==> config.mk <==
export PLATFORM = sky130hd
export DESIGN_NAME = sbt_timer
export DESIGN_NICKNAME = d
export VERILOG_FILES = /design/src/logic/sbt_pkg.sv /design/src/logic/sbt_timer.sv
export SDC_FILE = /design/constraint.sdc
export NUM_CORES = 1
export LEC_CHECK = 0
export ABC_CLOCK_PERIOD_IN_PS = 2400
export BUFFER_PORTS_ARGS = -buffer_cell sky130_fd_sc_hd__buf_2
export CORE_MARGIN = 2
export CORE_UTILIZATION = 30
export CTS_BUF_LIST = sky130_fd_sc_hd__clkbuf_4
export DETAILED_ROUTE_END_ITERATION = 10
export PLACE_DENSITY_LB_ADDON = 0.12
export SYNTH_ARGS = -nofsm -noshare
export SYNTH_HDL_FRONTEND = slang
export SYNTH_SLANG_ARGS = --single-unit
==> constraint.sdc <==
create_clock -name clk -period 2.4 [get_ports clk]
set_input_delay 0.24 -clock clk [delete_from_list [all_inputs] [get_ports clk]]
set_output_delay 0.24 -clock clk [all_outputs]
set_load 0.01 [all_outputs]
==> src/logic/sbt_pkg.sv <==
// Purpose: Constants for the sixteen-bit timer/counter block
// Assumes: APB slave, 32-bit data, one aligned word per register
// Notes: Register offsets are byte addresses
package sbt_pkg;
    // Register byte offsets
    localparam logic [7:0] SBT_OFF_CONTROL = 8'h00;
    localparam logic [7:0] SBT_OFF_COUNT_LO = 8'h04;
    localparam logic [7:0] SBT_OFF_COUNT_HI = 8'h08;
    localparam logic [7:0] SBT_OFF_STATUS = 8'h0C;
    localparam logic [7:0] SBT_OFF_OSC = 8'h10;
    // Control field positions
    localparam int SBT_B_RUN = 0;
    localparam int SBT_B_CLKSRC = 1;
    localparam int SBT_B_NOSYNC = 2;
    localparam int SBT_B_SRC_LO = 3;
    localparam int SBT_B_PS_LO = 4;
    localparam int SBT_B_PS_HI = 5;
    localparam int SBT_B_SRC_HI = 6;
    localparam int SBT_B_WIDE = 7;
    // Status and enable bit positions
    localparam int SBT_B_OVF = 0;
    localparam int SBT_B_OVF_IE = 1;
    // Reset values
    localparam logic [7:0] SBT_CONTROL_RST = 8'h00;
    localparam logic [15:0] SBT_COUNT_RST = 16'h0000;
    localparam logic [15:0] SBT_COUNT_MAX = 16'hFFFF;
    // Instruction clock is system clock divided by this
    localparam int SBT_INSTR_DIV = 4;
    // Special event trigger compare mode code
    localparam logic [3:0] SBT_CMP_EVENT = 4'hB;
    // Channel source codes
    localparam logic [1:0] SBT_SRC_ALL = 2'h3;
    localparam logic [1:0] SBT_SRC_3TO5 = 2'h2;
    localparam logic [1:0] SBT_SRC_2TO5 = 2'h1;
endpackage

==> src/logic/sbt_timer.sv <==
// Purpose: Sixteen-bit timer/counter with prescaler and buffered wide access
// Assumes: clk is the system clock; all inputs synchronous to clk except ext_clk_in
// Notes: Asynchronous counter mode samples the pin on clk; there is no second clock domain
// Function
// - 16-bit count, reached as low and high 8-bit registers.
// - Control bit 7 selects buffered 16-bit or independent 8-bit access.
// - Bits 6,3 pick which timer pair feeds each capture/compare channel.
// - Bits 5-4 select prescale 1:1, 1:2, 1:4 or 1:8.
// - External clock synchronized when bit 2 clear, raw when set.
// - With internal clock the sync bit is ignored.
// - External source counts rising edges, first one after a low level is seen.
// - Internal source advances each instruction cycle, system clock over four.
// - Bit 0 runs or halts counting; halted value is kept.
// - Oscillator enabled forces its pins to inputs, reading zero.
// - Wide mode: low-byte read snapshots live high byte into buffer.
// - Wide mode: high write goes to buffer; low write loads both.
// - Wide mode: high byte only reached through buffer.
// - Low-byte write clears prescaler; high-byte write does not.
// - Counter wraps FFFFh to 0000h and latches an overflow flag.
// - Interrupt request follows flag only while its enable is set.
// - Compare event code 1011 resets count, not in async mode, no flag.
// - Software count write wins over a coincident event reset.
`timescale 1ns/1ns
module sbt_timer
    import sbt_pkg::*;
#(
    parameter int NUM_CHANNELS = 5
)
(
    // Clock and reset
    input wire logic clk,
    input wire logic rst_b,
    // APB slave
    input wire logic psel,
    input wire logic penable,
    input wire logic pwrite,
    input wire logic [7:0] paddr,
    input wire logic [31:0] pwdata,
    output logic [31:0] prdata,
    output logic pready,
    output logic pslverr,
    // External count clock, compare events and oscillator pins
    input wire logic ext_clk_in,
    input wire logic [NUM_CHANNELS-1:0] event_trigger,
    input wire logic [NUM_CHANNELS*4-1:0] compare_mode_code,
    input wire logic [1:0] osc_pin_in,
    // Outputs
    output logic [NUM_CHANNELS-1:0] channel_uses_this,
    output logic overflow_irq,
    output logic [1:0] osc_pin_read,
    output logic osc_pins_input
);
    // Elaboration check: channel map covers five channels
    if (NUM_CHANNELS != 5)
        $error("sbt_timer serves exactly five channels");

    // The two-bit divider serves only a divide-by-four instruction clock
    if (SBT_INSTR_DIV != 4)
        $error("sbt_timer needs a divide-by-four instruction clock");

    // Edge arming state for the external source
    typedef enum logic [1:0] {SBT_WAIT_LOW = 2'b00, SBT_ARMED = 2'b01} sbt_edge_type;

    logic [7:0] control, next_control;
    logic [15:0] count, next_count;
    logic [7:0] hi_buffer, next_hi_buffer;
    logic [2:0] prescale, next_prescale;
    logic [1:0] div4, next_div4;
    logic ovf_flag, next_ovf_flag;
    logic ovf_ie, next_ovf_ie;
    logic osc_enable, next_osc_enable;
    logic [31:0] next_prdata;
    logic next_pready, next_pslverr;
    logic ext_s1, ext_s2, ext_s3, ext_raw_d, ext_raw_d2;
    sbt_edge_type edge_state, next_edge_state;
    logic [NUM_CHANNELS-1:0] next_channel_uses_this;
    logic [1:0] next_osc_pin_read;
    logic next_overflow_irq;

    logic setup;
    logic wr_lo, wr_hi, wr_ctl, rd_lo;
    logic ext_level, ext_prev, rise, fall;
    logic tick, ps_done, event_hit;
    logic [1:0] src;
    logic [2:0] ps_mask;

    // Setup phase decode; slave answers with zero wait states
    assign setup = psel && !penable;
    assign wr_lo = setup && pwrite && paddr == SBT_OFF_COUNT_LO;
    assign wr_hi = setup && pwrite && paddr == SBT_OFF_COUNT_HI;
    assign wr_ctl = setup && pwrite && paddr == SBT_OFF_CONTROL;
    assign rd_lo = setup && !pwrite && paddr == SBT_OFF_COUNT_LO;

    // Source selection; the raw path skips the synchroniser for asynchronous counter mode
    // Both paths compare a sample with the one a clock older, so each pin edge ticks once
    assign ext_level = control[SBT_B_NOSYNC] ? ext_raw_d : ext_s2;
    assign ext_prev = control[SBT_B_NOSYNC] ? ext_raw_d2 : ext_s3;
    assign rise = ext_level && !ext_prev;
    assign fall = !ext_level;
    assign src = {control[SBT_B_SRC_HI], control[SBT_B_SRC_LO]};
    assign ps_mask = (3'h1 << control[SBT_B_PS_HI:SBT_B_PS_LO]) - 3'h1;

    // Count tick: instruction cycle or armed external rising edge
    always_comb
    begin
        if (control[SBT_B_CLKSRC])
            tick = rise && edge_state == SBT_ARMED;
        else
            tick = div4 == 2'(SBT_INSTR_DIV - 1);
    end

    // A prescale wrap is the only thing that advances the count
    assign ps_done = tick && control[SBT_B_RUN] && ((prescale & ps_mask) == ps_mask);

    // Event reset is inert in asynchronous counter mode
    always_comb
    begin
        event_hit = 1'b0;
        for (int i = 0; i < NUM_CHANNELS; i++)
            if (event_trigger[i] && channel_uses_this[i]
                && compare_mode_code[i*4 +: 4] == SBT_CMP_EVENT)
                event_hit = 1'b1;
        if (control[SBT_B_CLKSRC] && control[SBT_B_NOSYNC])
            event_hit = 1'b0;
        // A coincident software write to either count byte discards the reset
        if (wr_lo || wr_hi)
            event_hit = 1'b0;
    end

    // Register, counter and bus next-state logic
    always_comb
    begin
        next_control = control;
        next_count = count;
        next_hi_buffer = hi_buffer;
        next_prescale = prescale;
        next_div4 = div4 + 2'h1;
        next_ovf_flag = ovf_flag;
        next_ovf_ie = ovf_ie;
        next_osc_enable = osc_enable;
        next_prdata = 32'h0000_0000;
        next_pready = setup;
        next_pslverr = 1'b0;
        next_edge_state = edge_state;
        // Edge arming: a low level must be seen before a rise counts
        if (!control[SBT_B_CLKSRC] || !control[SBT_B_RUN])
            next_edge_state = SBT_WAIT_LOW;
        else if (fall)
            next_edge_state = SBT_ARMED;
        // Prescaler, then counter; only the wrap sets the flag, never an event reset
        if (tick && control[SBT_B_RUN])
            next_prescale = prescale + 3'h1;
        if (ps_done)
        begin
            next_count = count + 16'h0001;
            next_prescale = 3'h0;
            if (count == SBT_COUNT_MAX)
                next_ovf_flag = 1'b1;
        end
        if (event_hit)
            next_count = SBT_COUNT_RST;
        // Read mux; unmapped addresses answer with an error and change nothing
        if (setup)
        begin
            unique case (paddr)
                SBT_OFF_CONTROL:
                    next_prdata = {24'h000000, control};
                SBT_OFF_COUNT_LO:
                    next_prdata = {24'h000000, count[7:0]};
                SBT_OFF_COUNT_HI:
                    next_prdata = {24'h000000,
                        control[SBT_B_WIDE] ? hi_buffer : count[15:8]};
                SBT_OFF_STATUS:
                    next_prdata = {30'h0, ovf_ie, ovf_flag};
                SBT_OFF_OSC:
                    next_prdata = {31'h0, osc_enable};
                default:
                    next_pslverr = 1'b1;
            endcase
        end
        if (rd_lo && control[SBT_B_WIDE])
            next_hi_buffer = count[15:8];
        if (wr_ctl)
            next_control = pwdata[7:0];
        if (setup && pwrite && paddr == SBT_OFF_STATUS)
        begin
            next_ovf_ie = pwdata[SBT_B_OVF_IE];
            if (!pwdata[SBT_B_OVF] && !(ps_done && count == SBT_COUNT_MAX))
                next_ovf_flag = 1'b0;
        end
        if (setup && pwrite && paddr == SBT_OFF_OSC)
            next_osc_enable = pwdata[0];
        if (wr_hi)
        begin
            if (control[SBT_B_WIDE])
                next_hi_buffer = pwdata[7:0];
            else
                next_count[15:8] = pwdata[7:0];
        end
        if (wr_lo)
        begin
            next_count[7:0] = pwdata[7:0];
            if (control[SBT_B_WIDE])
                next_count[15:8] = hi_buffer;
            next_prescale = 3'h0;
        end
    end

    // Channel map, interrupt and pin outputs
    // Irq and pin outputs follow the next state so they do not lag a write; the channel map follows current control
    always_comb
    begin
        next_channel_uses_this = '0;
        for (int i = 0; i < NUM_CHANNELS; i++)
            next_channel_uses_this[i] = (src == SBT_SRC_ALL)
                || (src == SBT_SRC_3TO5 && i >= 2)
                || (src == SBT_SRC_2TO5 && i >= 1);
        next_overflow_irq = next_ovf_flag && next_ovf_ie;
        next_osc_pin_read = next_osc_enable ? 2'h0 : osc_pin_in;
    end

    // Pin samplers; ext_s1 feeds only ext_s2, the raw pair serves asynchronous mode
    always_ff @(posedge clk or negedge rst_b)
    begin
        if (!rst_b)
        begin
            ext_s1 <= 1'b0;
            ext_s2 <= 1'b0;
            ext_s3 <= 1'b0;
            ext_raw_d <= 1'b0;
            ext_raw_d2 <= 1'b0;
        end
        else
        begin
            ext_s1 <= ext_clk_in;
            ext_s2 <= ext_s1;
            ext_s3 <= ext_s2;
            ext_raw_d <= ext_clk_in;
            ext_raw_d2 <= ext_raw_d;
        end
    end

    // Bus answer registers; one access cycle per transfer, no wait states
    always_ff @(posedge clk or negedge rst_b)
    begin
        if (!rst_b)
        begin
            prdata <= 32'h0000_0000;
            pready <= 1'b0;
            pslverr <= 1'b0;
        end
        else
        begin
            prdata <= next_prdata;
            pready <= next_pready;
            pslverr <= next_pslverr;
        end
    end

    // Timer state registers
    always_ff @(posedge clk or negedge rst_b)
    begin
        if (!rst_b)
        begin
            control <= SBT_CONTROL_RST;
            count <= SBT_COUNT_RST;
            hi_buffer <= 8'h00;
            prescale <= 3'h0;
            div4 <= 2'h0;
            ovf_flag <= 1'b0;
            ovf_ie <= 1'b0;
            osc_enable <= 1'b0;
            edge_state <= SBT_WAIT_LOW;
        end
        else
        begin
            control <= next_control;
            count <= next_count;
            hi_buffer <= next_hi_buffer;
            prescale <= next_prescale;
            div4 <= next_div4;
            ovf_flag <= next_ovf_flag;
            ovf_ie <= next_ovf_ie;
            osc_enable <= next_osc_enable;
            edge_state <= next_edge_state;
        end
    end

    // Output registers; every top-level output leaves from a flip-flop
    always_ff @(posedge clk or negedge rst_b)
    begin
        if (!rst_b)
        begin
            channel_uses_this <= '0;
            overflow_irq <= 1'b0;
            osc_pin_read <= 2'h0;
            osc_pins_input <= 1'b0;
        end
        else
        begin
            channel_uses_this <= next_channel_uses_this;
            overflow_irq <= next_overflow_irq;
            osc_pin_read <= next_osc_pin_read;
            osc_pins_input <= next_osc_enable;
        end
    end
endmodule

After elaboration in Yosys (flattened, before gate mapping)
Index checks and enable logic that the tools add are counted.
- memories kept: 0
- bits of input ports: 73
- logic and storage cells: 122
- ROM bits: 0
- latch bits: 0
- register bits after elaboration: 85
- bits in writable memories: 0
- order comparisons: 0
- divide/modulo/power cells: 0
- eq/ne operators: 17
- multiply operators: 0
- mux-type cells: 36
- reduce and logical (&&, ||, !) cells: 44
- shift-type cells: 1
- add/sub/neg operators: 4
- bitwise logic cells: 1
- operators with widths (operator ; number):
    two-way mux 8 bit ; 8
    two-way mux 16 bit ; 3
    one-hot mux 8 bit (5 select lines) ; 1
    logical AND 1 bit ; 28
    equality test 4 bit (second input constant) ; 5
    two-way mux 1 bit ; 18
    adder 16 x 1 -> 16 bit (second input constant) ; 1
    equality test 16 bit (second input constant) ; 1
    equality test 8 x 4 -> 1 bit (second input constant) ; 2
    two-way mux 3 bit ; 3
    equality test 8 x 3 -> 1 bit (second input constant) ; 1
    equality test 8 x 5 -> 1 bit (second input constant) ; 1
    logical NOT 8 bit ; 1
    logical NOT 1 bit ; 7
    equality test 2 bit (second input constant) ; 3
    two-way mux 2 bit ; 3
    nonzero test 3 bit ; 2
    logical OR 1 bit ; 5
    OR reduction 5 bit ; 1
    equality test 2 x 1 -> 1 bit (second input constant) ; 2
    adder 3 x 1 -> 3 bit (second input constant) ; 1
    bitwise AND 3 bit ; 1
    equality test 3 bit ; 1
    << shifter 1 x 2 -> 3 bit (first input constant) ; 1
    3 further kinds ; 3

Longest topological paths before layout
Gate-level depths: netlist of the first run.
- depth after elaboration: 14
- gate-level depth with buffers: 9

Worst setup path before layout of the first run
No wires, ideal clock.
- kind: input-to-reg
- start: input port paddr[0]
- end: register count[10]
- path slack: 0.578 ns
- stages: 7
- buffers on the path: 1
- arrival: 1.668 ns
- required time: 2.246 ns
- cells stage by stage: or4_4 > nor3_4 > and3_1 > buf_4 > o21ai_0 > o21ai_2 > o31ai_1
- word-level cells in the longest chain between the ends: 9
- elaborated cells between the ends (all ways): 11
- RTL lines (element ; line ; source):
    from (decl) ; sbt_timer.sv:37 ; input wire logic [7:0] paddr,
    equality test 8 x 3 -> 1 bit / equality test 8 x 4 -> 1 bit (equally long branches) ; sbt_timer.sv:89, sbt_timer.sv:90 ;
    logical AND 1 bit (on tied branches) ; sbt_timer.sv:89, sbt_timer.sv:90 ;
    logical OR 1 bit ; sbt_timer.sv:126 ; if (wr_lo || wr_hi)
    two-way mux 1 bit ; sbt_timer.sv:126 ;
    two-way mux 16 bit ; sbt_timer.sv:160 ; if (event_hit)
    two-way mux 8 bit ; sbt_timer.sv:195 ; if (control[SBT_B_WIDE])
    two-way mux 8 bit ; sbt_timer.sv:193 ; if (wr_hi)
    two-way mux 8 bit ; sbt_timer.sv:203 ; if (control[SBT_B_WIDE])
    two-way mux 16 bit (*) ; sbt_timer.sv:200 ; if (wr_lo)
    net next_count[10] ; sbt_timer.sv:65 ; logic [15:0] count, next_count;
    to (signal assigned) ; sbt_timer.sv:278 ; count <= next_count;
    to (decl) ; sbt_timer.sv:65 ;
Mark *: on every way through the listed nets, which the timed path passes. The rest lies on a longest branch.
A chain may end at the register's enable or synchronous reset.

Worst setup path after layout of the first run
- start: register channel_uses_this[2]
- end: register count[8]
- word-level cells in the longest chain between the ends: 12
- elaborated cells between the ends (all ways): 16
- RTL lines (element ; line ; source):
    from (decl) ; sbt_timer.sv:48 ; output logic [NUM_CHANNELS-1:0] channel_uses_this,
    from (signal assigned) ; sbt_timer.sv:301 ; channel_uses_this <= next_channel_uses_this;
    logical AND 1 bit ; sbt_timer.sv:120 ; if (event_trigger[i] && channel_uses_this[i]
    logical AND 1 bit ; sbt_timer.sv:121 ; && compare_mode_code[i*4 +: 4] == SBT_CMP_EVENT)
    two-way mux 1 bit (2 in series) ; sbt_timer.sv:120 ;
    two-way mux 1 bit (*) ; sbt_timer.sv:120 ;
    two-way mux 1 bit (*) ; sbt_timer.sv:123 ; if (control[SBT_B_CLKSRC] && control[SBT_B_NOSYNC])
    two-way mux 1 bit (*) ; sbt_timer.sv:126 ;
    two-way mux 16 bit (*) ; sbt_timer.sv:160 ;
    two-way mux 8 bit ; sbt_timer.sv:195 ;
    two-way mux 8 bit (*) ; sbt_timer.sv:193 ;
    two-way mux 8 bit ; sbt_timer.sv:203 ;
    two-way mux 16 bit (*) ; sbt_timer.sv:200 ;
    net next_count[8] ; sbt_timer.sv:65 ;
Marks and branches as above.

==> results of run 1 <==
-- worst max-delay path: cells and delay by family, from the launching register on --
kind / cells / cell delay (ns)
AO/OA/AOI/OAI: 2 / 0.33
AND/OR/NAND/NOR: 4 / 0.90
flip-flops: 1 / 0.44
buffers and inverters: 1 / 0.19
-- logic make-up after synthesis --
family | after synthesis | share of synthesized area
buf+inv | 48 | 0.0847
fa+ha+maj | 3 | 0.0107
other cells | 1 | 0.00107
compound gates | 71 | 0.150
flops | 60 | 0.429
xor+xnor | 15 | 0.0375
simple gates | 135 | 0.200
mux | 27 | 0.0869
-- report_power, final --
part / switching [uW] / internal [uW] / total, uW / leakage (uW)
clock network: 389 / 319 / 708 / 0.0000712
registers: 90.7 / 1090 / 1180 / 0.000731
logic: 288 / 199 / 488 / 0.00110
total: 768 / 1610 / 2370 / 0.00190
-- worst paths after layout --
kind,cells after the start,endpoint,slack [ns],startpoint
max,7,count[8]$_DFF_PN0_,0.43,channel_uses_this[2]$_DFF_PN0_
min,2,count[10]$_DFF_PN0_,-0.04,rst_b
max reg2reg,7,count[8]$_DFF_PN0_,0.43,channel_uses_this[2]$_DFF_PN0_
min reg2reg,1,div4[0]$_DFF_PN0_,0.43,div4[0]$_DFF_PN0_
min in group clk,2,osc_pin_read[0]$_DFF_PN0_,0.02,osc_pin_in[0]
max in group asynchronous,2,count[2]$_DFFE_PN0P_,1.92,rst_b
-- state kept, by name, summed over array words and instances (netlist names) --
name	flops
count	16
control	8
hi_buffer	8
prdata	8
channel_uses_this	3
prescale	3
div4	2
osc_pin_read	2
edge_state	1
ext_raw_d	1
ext_raw_d2	1
ext_s3	1
osc_pins_input	1
overflow_irq	1
ovf_flag	1
ovf_ie	1
pready	1
pslverr	1
-- stage by stage --
step | total power, uW | instances | utilization | setup slack [ns] | area [sq um]
after floorplan | 1540 | 383 | - | 0.578 | 3590
after global placement | 1690 | 566 | 0.344 | 0.247 | 3930
after detailed placement | 1690 | 566 | 0.344 | 0.230 | 3930
after CTS | 2410 | 583 | 0.357 | 0.406 | 4070
after global routing | 2520 | 583 | 0.357 | 0.232 | 4070
final | 2370 | 583 | 0.357 | 0.432 | 4070
-- what timing repair did --
item,CTS,global route
hold buffers,1,0
endpoints found under the hold margin,1,0
resized for setup,0,0
-- layout make-up --
class,count,area share
Timing Repair Buffer,81,0.109
Clock buffer,10,0.0184
Clock inverter,6,0.0135
Inverter,8,0.00738
Sequential cell,60,0.369
Tap cell,143,0.0439
Multi-Input combinational cell,275,0.439
-- routing by layer --
| layer | part of all wire | vias to the layer above | global-route usage | routed length [um] |
|---|---|---|---|---|
| met5 | 0 | - | 0 | 0 |
| met4 | 0.025 | 0 | 0.0610 | 225 |
| met1 | 0.46 | 1332 | 0.206 | 4230 |
| met3 | 0.049 | 13 | 0.0403 | 446 |
| li1 | - | 1371 | - | - |
| met2 | 0.46 | 70 | 0.246 | 4230 |
-- cell usage in the layout, fill, tap and decap left out, types with 3 or more instances in the layout --
master	n
a22oi_1	6
xor2_1	4
nor3_2	6
inv_1	8
nand2b_1	3
o21ai_0	18
nor2_1	37
nand2_1	35
clkbuf_4	10
nand3_1	16
buf_2	67
nor3b_1	6
o31ai_1	9
ha_1	3
a21oi_1	17
and3_1	3
dfrtp_1	60
xnor2_1	11
nor2b_1	5
buf_4	13
conb_1	24
and2_1	5
a22o_1	8
mux2i_1	9
nand4_1	5
mux2_2	17
nor3_1	3
==> flow_summary.json, run 1 <==
{
  "start_util": 0.306,
  "netlist_top_cells_area": "dfrtp_1 43%, buf_4 5.8%, mux2_2 5.5%",
  "yosys.area.top_type_share": 0.429,
  "regArea_sq_mm": 0.00150,
  "fmax_mhz": 508,
  "cts_made_buffers": 9,
  "cts.sinks": 60,
  "post-cts-setup-buffer-count": 0,
  "worstPathArrival_ns": 2.30,
  "die_w_um": 112,
  "cts_tree": "yes",
  "rows": 39,
  "ys_warn_count": 0,
  "grtUsageTotal": 0.156,
  "endpoint_kind": "flip-flop",
  "layout_min_cycle_time_ns": 1.97,
  "yosysTopAreaCell": "dfrtp_1",
  "slew_headroom": 0.479,
  "fin_hold_ws_ns": -0.0373,
  "ys_seq_area_frac": 0.429,
  "required_ns": 2.73,
  "ys_ff_latch": 60,
  "synthCells": 360,
  "status": "finished with violations",
  "cap_viol_max_count": 0,
  "globalRouteOverflowTotal": 0,
  "hold_class": "input port to asynchronous set/reset pin",
  "clkTransAtPathRegs_ns": 0.11,
  "grt_pass1_vias": 2852,
  "viasPerCell": 4.78,
  "ys_types": 51,
  "fin_tns_setup_ns": 0,
  "grt_pass1_wl_um": 15200,
  "drc_errors": 0,
  "clk_latency_ns": 0.43,
  "drive_gt1_frac": 0.293,
  "post_drt_wl_per_cell_um": 15.7,
  "drt-initial-drc-count": 164,
  "cts_htree_levels": 3,
  "report.final.hold_viol_count": 60,
  "diodes": 0,
  "yosysMostFrequentCell": "dfrtp_1",
  "cp-start-kind": "flip-flop",
  "antenna_left": 0,
  "async_flop_share": 1.00,
  "rsz0062_at_grt": "false",
  "first_pass_iters": 4,
  "synth_edf_count": 0,
  "wirelength_um": 9130,
  "syn_area_per_cell_sq_um": 9.72,
  "violations": "hold timing",
  "p_leak_uw": 0.00190,
  "path_cells": "nand4_1 > nor3b_1 > or4_1 > nor2_1 > a221oi_1 > buf_4 > o31ai_1",
  "synthFlopType": "dfrtp_1",
  "worst_slew_pin_slew_ns": 0.781,
  "fin_skew_ns": 0.0142,
  "fp.dieH_um": 112,
  "grt_max_degree": 61,
  "syn2layout_area_growth_pct": 16.3,
  "cp_max_fo": 8,
  "design.die.area_sq_mm": 0.0125,
  "multi_input_area_sq_mm": 0.00179,
  "place_hpwl_um": 6820,
  "finalCritPeriodShare": 0.820,
  "gp_congestion": 0.823,
  "critPathKind": "flip-flop to flip-flop",
  "pin_count": 116,
  "clockBufferDepth": 2,
  "slew_viol_final": 0,
  "ir_drop_mv": 0.228,
  "cpPeakStageDelay_ns": 0.57,
  "setup_viol": 0,
  "detailroute.via_count": 2786,
  "antenna_found_initial": 0,
  "portBuffers": 67,
  "core_sq_mm": 0.0114,
  "clock-root-buffer": "clkbuf_4",
  "power_density_mw_per_mm2": 583,
  "nets": 511,
  "fillers": 1215,
  "synthTopCellsByCount": "60 x dfrtp_1, 37 x nor2_1, 35 x nand2_1",
  "netlist_area_sq_mm": 0.00350,
  "cp_slowest_cell": "or4_1"
}
No activity file was read; power rests on OpenSTA's default activity.
==> run 2: changes to the inputs <==
- ABC_CLOCK_PERIOD_IN_PS: 2400 -> 1850
- clock period: 2.4 -> 1.85 ns (I/O delays scaled with it)
==> run 2 against run 1 <==
Compared with the run above:
- the flow finishes with violations (setup timing)
- via count is 5.4% higher
- combinational power increased by 53%
- register-to-register slack worse by 0.47 ns
- first-iteration DRC count is 22% higher
- count of clock-buffer cells in the layout unchanged
- clock power up 7.5%
- final cell count is 4.8% higher
- highest routed layer unchanged
==> flow_summary.json, run 2 (synthesis results as in run 1) <==
{
  "cap_viol_max_count": 0,
  "reg2reg_depth": 7,
  "cts_htree_levels": 3,
  "largest_reg_flops": 16,
  "path_buf_inv": 1,
  "finalCritPeriodShare": 1.02,
  "power_density_mw_per_mm2": 683,
  "status": "finished with violations",
  "fillers": 1191,
  "finalInstanceArea_sq_mm": 0.00443,
  "final_common_cell": "buf_2",
  "drt-initial-drc-count": 200,
  "min_path_cells": 3,
  "rows": 39,
  "wirelength_um": 9770,
  "slew_headroom": 0.627,
  "portBuffers": 67,
  "top_register": "count",
  "critPathKind": "flip-flop to flip-flop",
  "required_ns": 2.18,
  "die_w_um": 112,
  "path_cells": "nand4_1 > nor3b_1 > or4_4 > nor2_4 > a221oi_1 > buf_4 > o31ai_2",
  "grtUsageTotal": 0.166,
  "drc_errors": 0,
  "p_leak_uw": 0.00206,
  "slew_viol_final": 0,
  "antenna_left": 0,
  "ir_drop_mv": 0.282,
  "place_inst": 591,
  "drive_gt1_frac": 0.353,
  "detailroute.via_count": 2936,
  "cts_tree": "yes",
  "globalRouteOverflowTotal": 0,
  "endpoint_kind": "flip-flop",
  "fin_tns_setup_ns": -0.0688,
  "worstPathArrival_ns": 2.22,
  "viasPerCell": 4.81,
  "cp_slowest_cell": "or4_4",
  "place_area_sq_mm": 0.00414,
  "cp.depth": 7,
  "setup_viol": 4,
  "core_sq_mm": 0.0114,
  "critical-path-top-delay-family": "simple AND/OR/NAND/NOR gates",
  "syn2layout_area_growth_pct": 26.7,
  "design.die.area_sq_mm": 0.0125,
  "cts_made_buffers": 9,
  "clock-root-buffer": "clkbuf_4",
  "nets": 540,
  "first_pass_iters": 4,
  "final-instance-count-excl-fill": 611,
  "grt_pass1_vias": 2998,
  "clkTransAtPathRegs_ns": 0.10,
  "post_drt_wl_per_cell_um": 16.0,
  "hold_class": "input port to flip-flop",
  "grt_pass1_wl_um": 15900,
  "pre_cts_ws_ns": -0.146,
  "report.final.hold_viol_count": 0,
  "fmax_mhz": 530,
  "clk_latency_ns": 0.42,
  "violations": "setup timing",
  "highest_layer": "met4",
  "fin_ws_ns": -0.0350,
  "cp_max_fo": 8,
  "place_hpwl_um": 7060,
  "cp-start-kind": "flip-flop",
  "cts.sinks": 60,
  "pin_count": 116,
  "wl_met3_um": 483,
  "antenna_found_initial": 0,
  "worst_slew_pin_slew_ns": 0.558,
  "grt_max_degree": 61,
  "fp.dieH_um": 112,
  "met1Wirelength_um": 4480,
  "final_cell_mix": "67 x buf_2, 59 x dfrtp_1, 36 x nor2_1, 35 x nand2_1, 35 x buf_4",
  "rsz0062_at_grt": "true",
  "wl_met2_um": 4630,
  "fin_skew_ns": 0.0110,
  "gp_congestion": 0.794,
  "final_util": 0.388,
  "layout_min_cycle_time_ns": 1.89,
  "clockBufferDepth": 2,
  "start_util": 0.306,
  "cpPeakStageDelay_ns": 0.56,
  "diodes": 0
}
[run 2: cell types whose count changed in the layout (fill, tap and decap cells not counted), sizes merged]
cell	previous run	this run
clkinv	4	5
bufinv	1	0
clkinvlp	1	0
buf	80	105
dlygate4sd3	1	5
[run 2: tightest hold or removal path: stages]
cell	delay (ns)
buf_2	0.13
nand2_1	0.05
o21ai_1	0.05
[run 2: metrics by stage]
step,power (uW),hold WS [ns]
floorplan,2000,-0.111
global placement,2230,0.228
detailed placement,2230,0.229
CTS,3030,0.00296
global route,3250,0.0234
finish,3030,0.0272
[run 2: what timing repair did]
action / CTS / global route
pin swaps: 13 / 17
hold buffers: 5 / 0
gates resized for setup: 20 / 18
hold endpoints to repair: 64 / 0
buffers inserted: 0 / 0
setup endpoints to repair: 17 / 17
[run 2: routing by layer]
layer | up-vias | track usage
li1 | 1433 | -
met1 | 1416 | 0.218
met2 | 77 | 0.270
met3 | 10 | 0.0381
met4 | 0 | 0.0561
met5 | - | 0
[run 2: path summary, 6_finish.rpt]
check,end,startpoint,slack (ns)
worst max-delay path,count[9]$_DFF_PN0_,channel_uses_this[2]$_DFF_PN0_,-0.04
max in group asynchronous,channel_uses_this[2]$_DFF_PN0_,rst_b,1.25
worst min-delay path,count[4]$_DFFE_PN0P_,pwdata[4],0.03
worst max register to register,count[9]$_DFF_PN0_,channel_uses_this[2]$_DFF_PN0_,-0.04
worst min register to register,ext_s3$_DFF_PN0_,ext_raw_d2$_DFF_PN0_,0.42
min in group asynchronous,hi_buffer[6]$_DFF_PN0_,rst_b,0.28
[run 2: final cells by class]
class,instances,area [sq um],area share
multi-input combinational,275,1930,0.435
timing repair buffer,110,699,0.158
clock buffer,10,75.1,0.0169
tap,143,179,0.0404
inverter,8,30.0,0.00677
clock inverter,5,20.0,0.00451
sequential,60,1500,0.339
[run 2: where the power goes]
| group | internal [uW] | switching (uW) | total (uW) |
|---|---|---|---|
| clock | 264 | 496 | 761 |
| combinational | 334 | 411 | 745 |
| sequential | 1410 | 110 | 1520 |
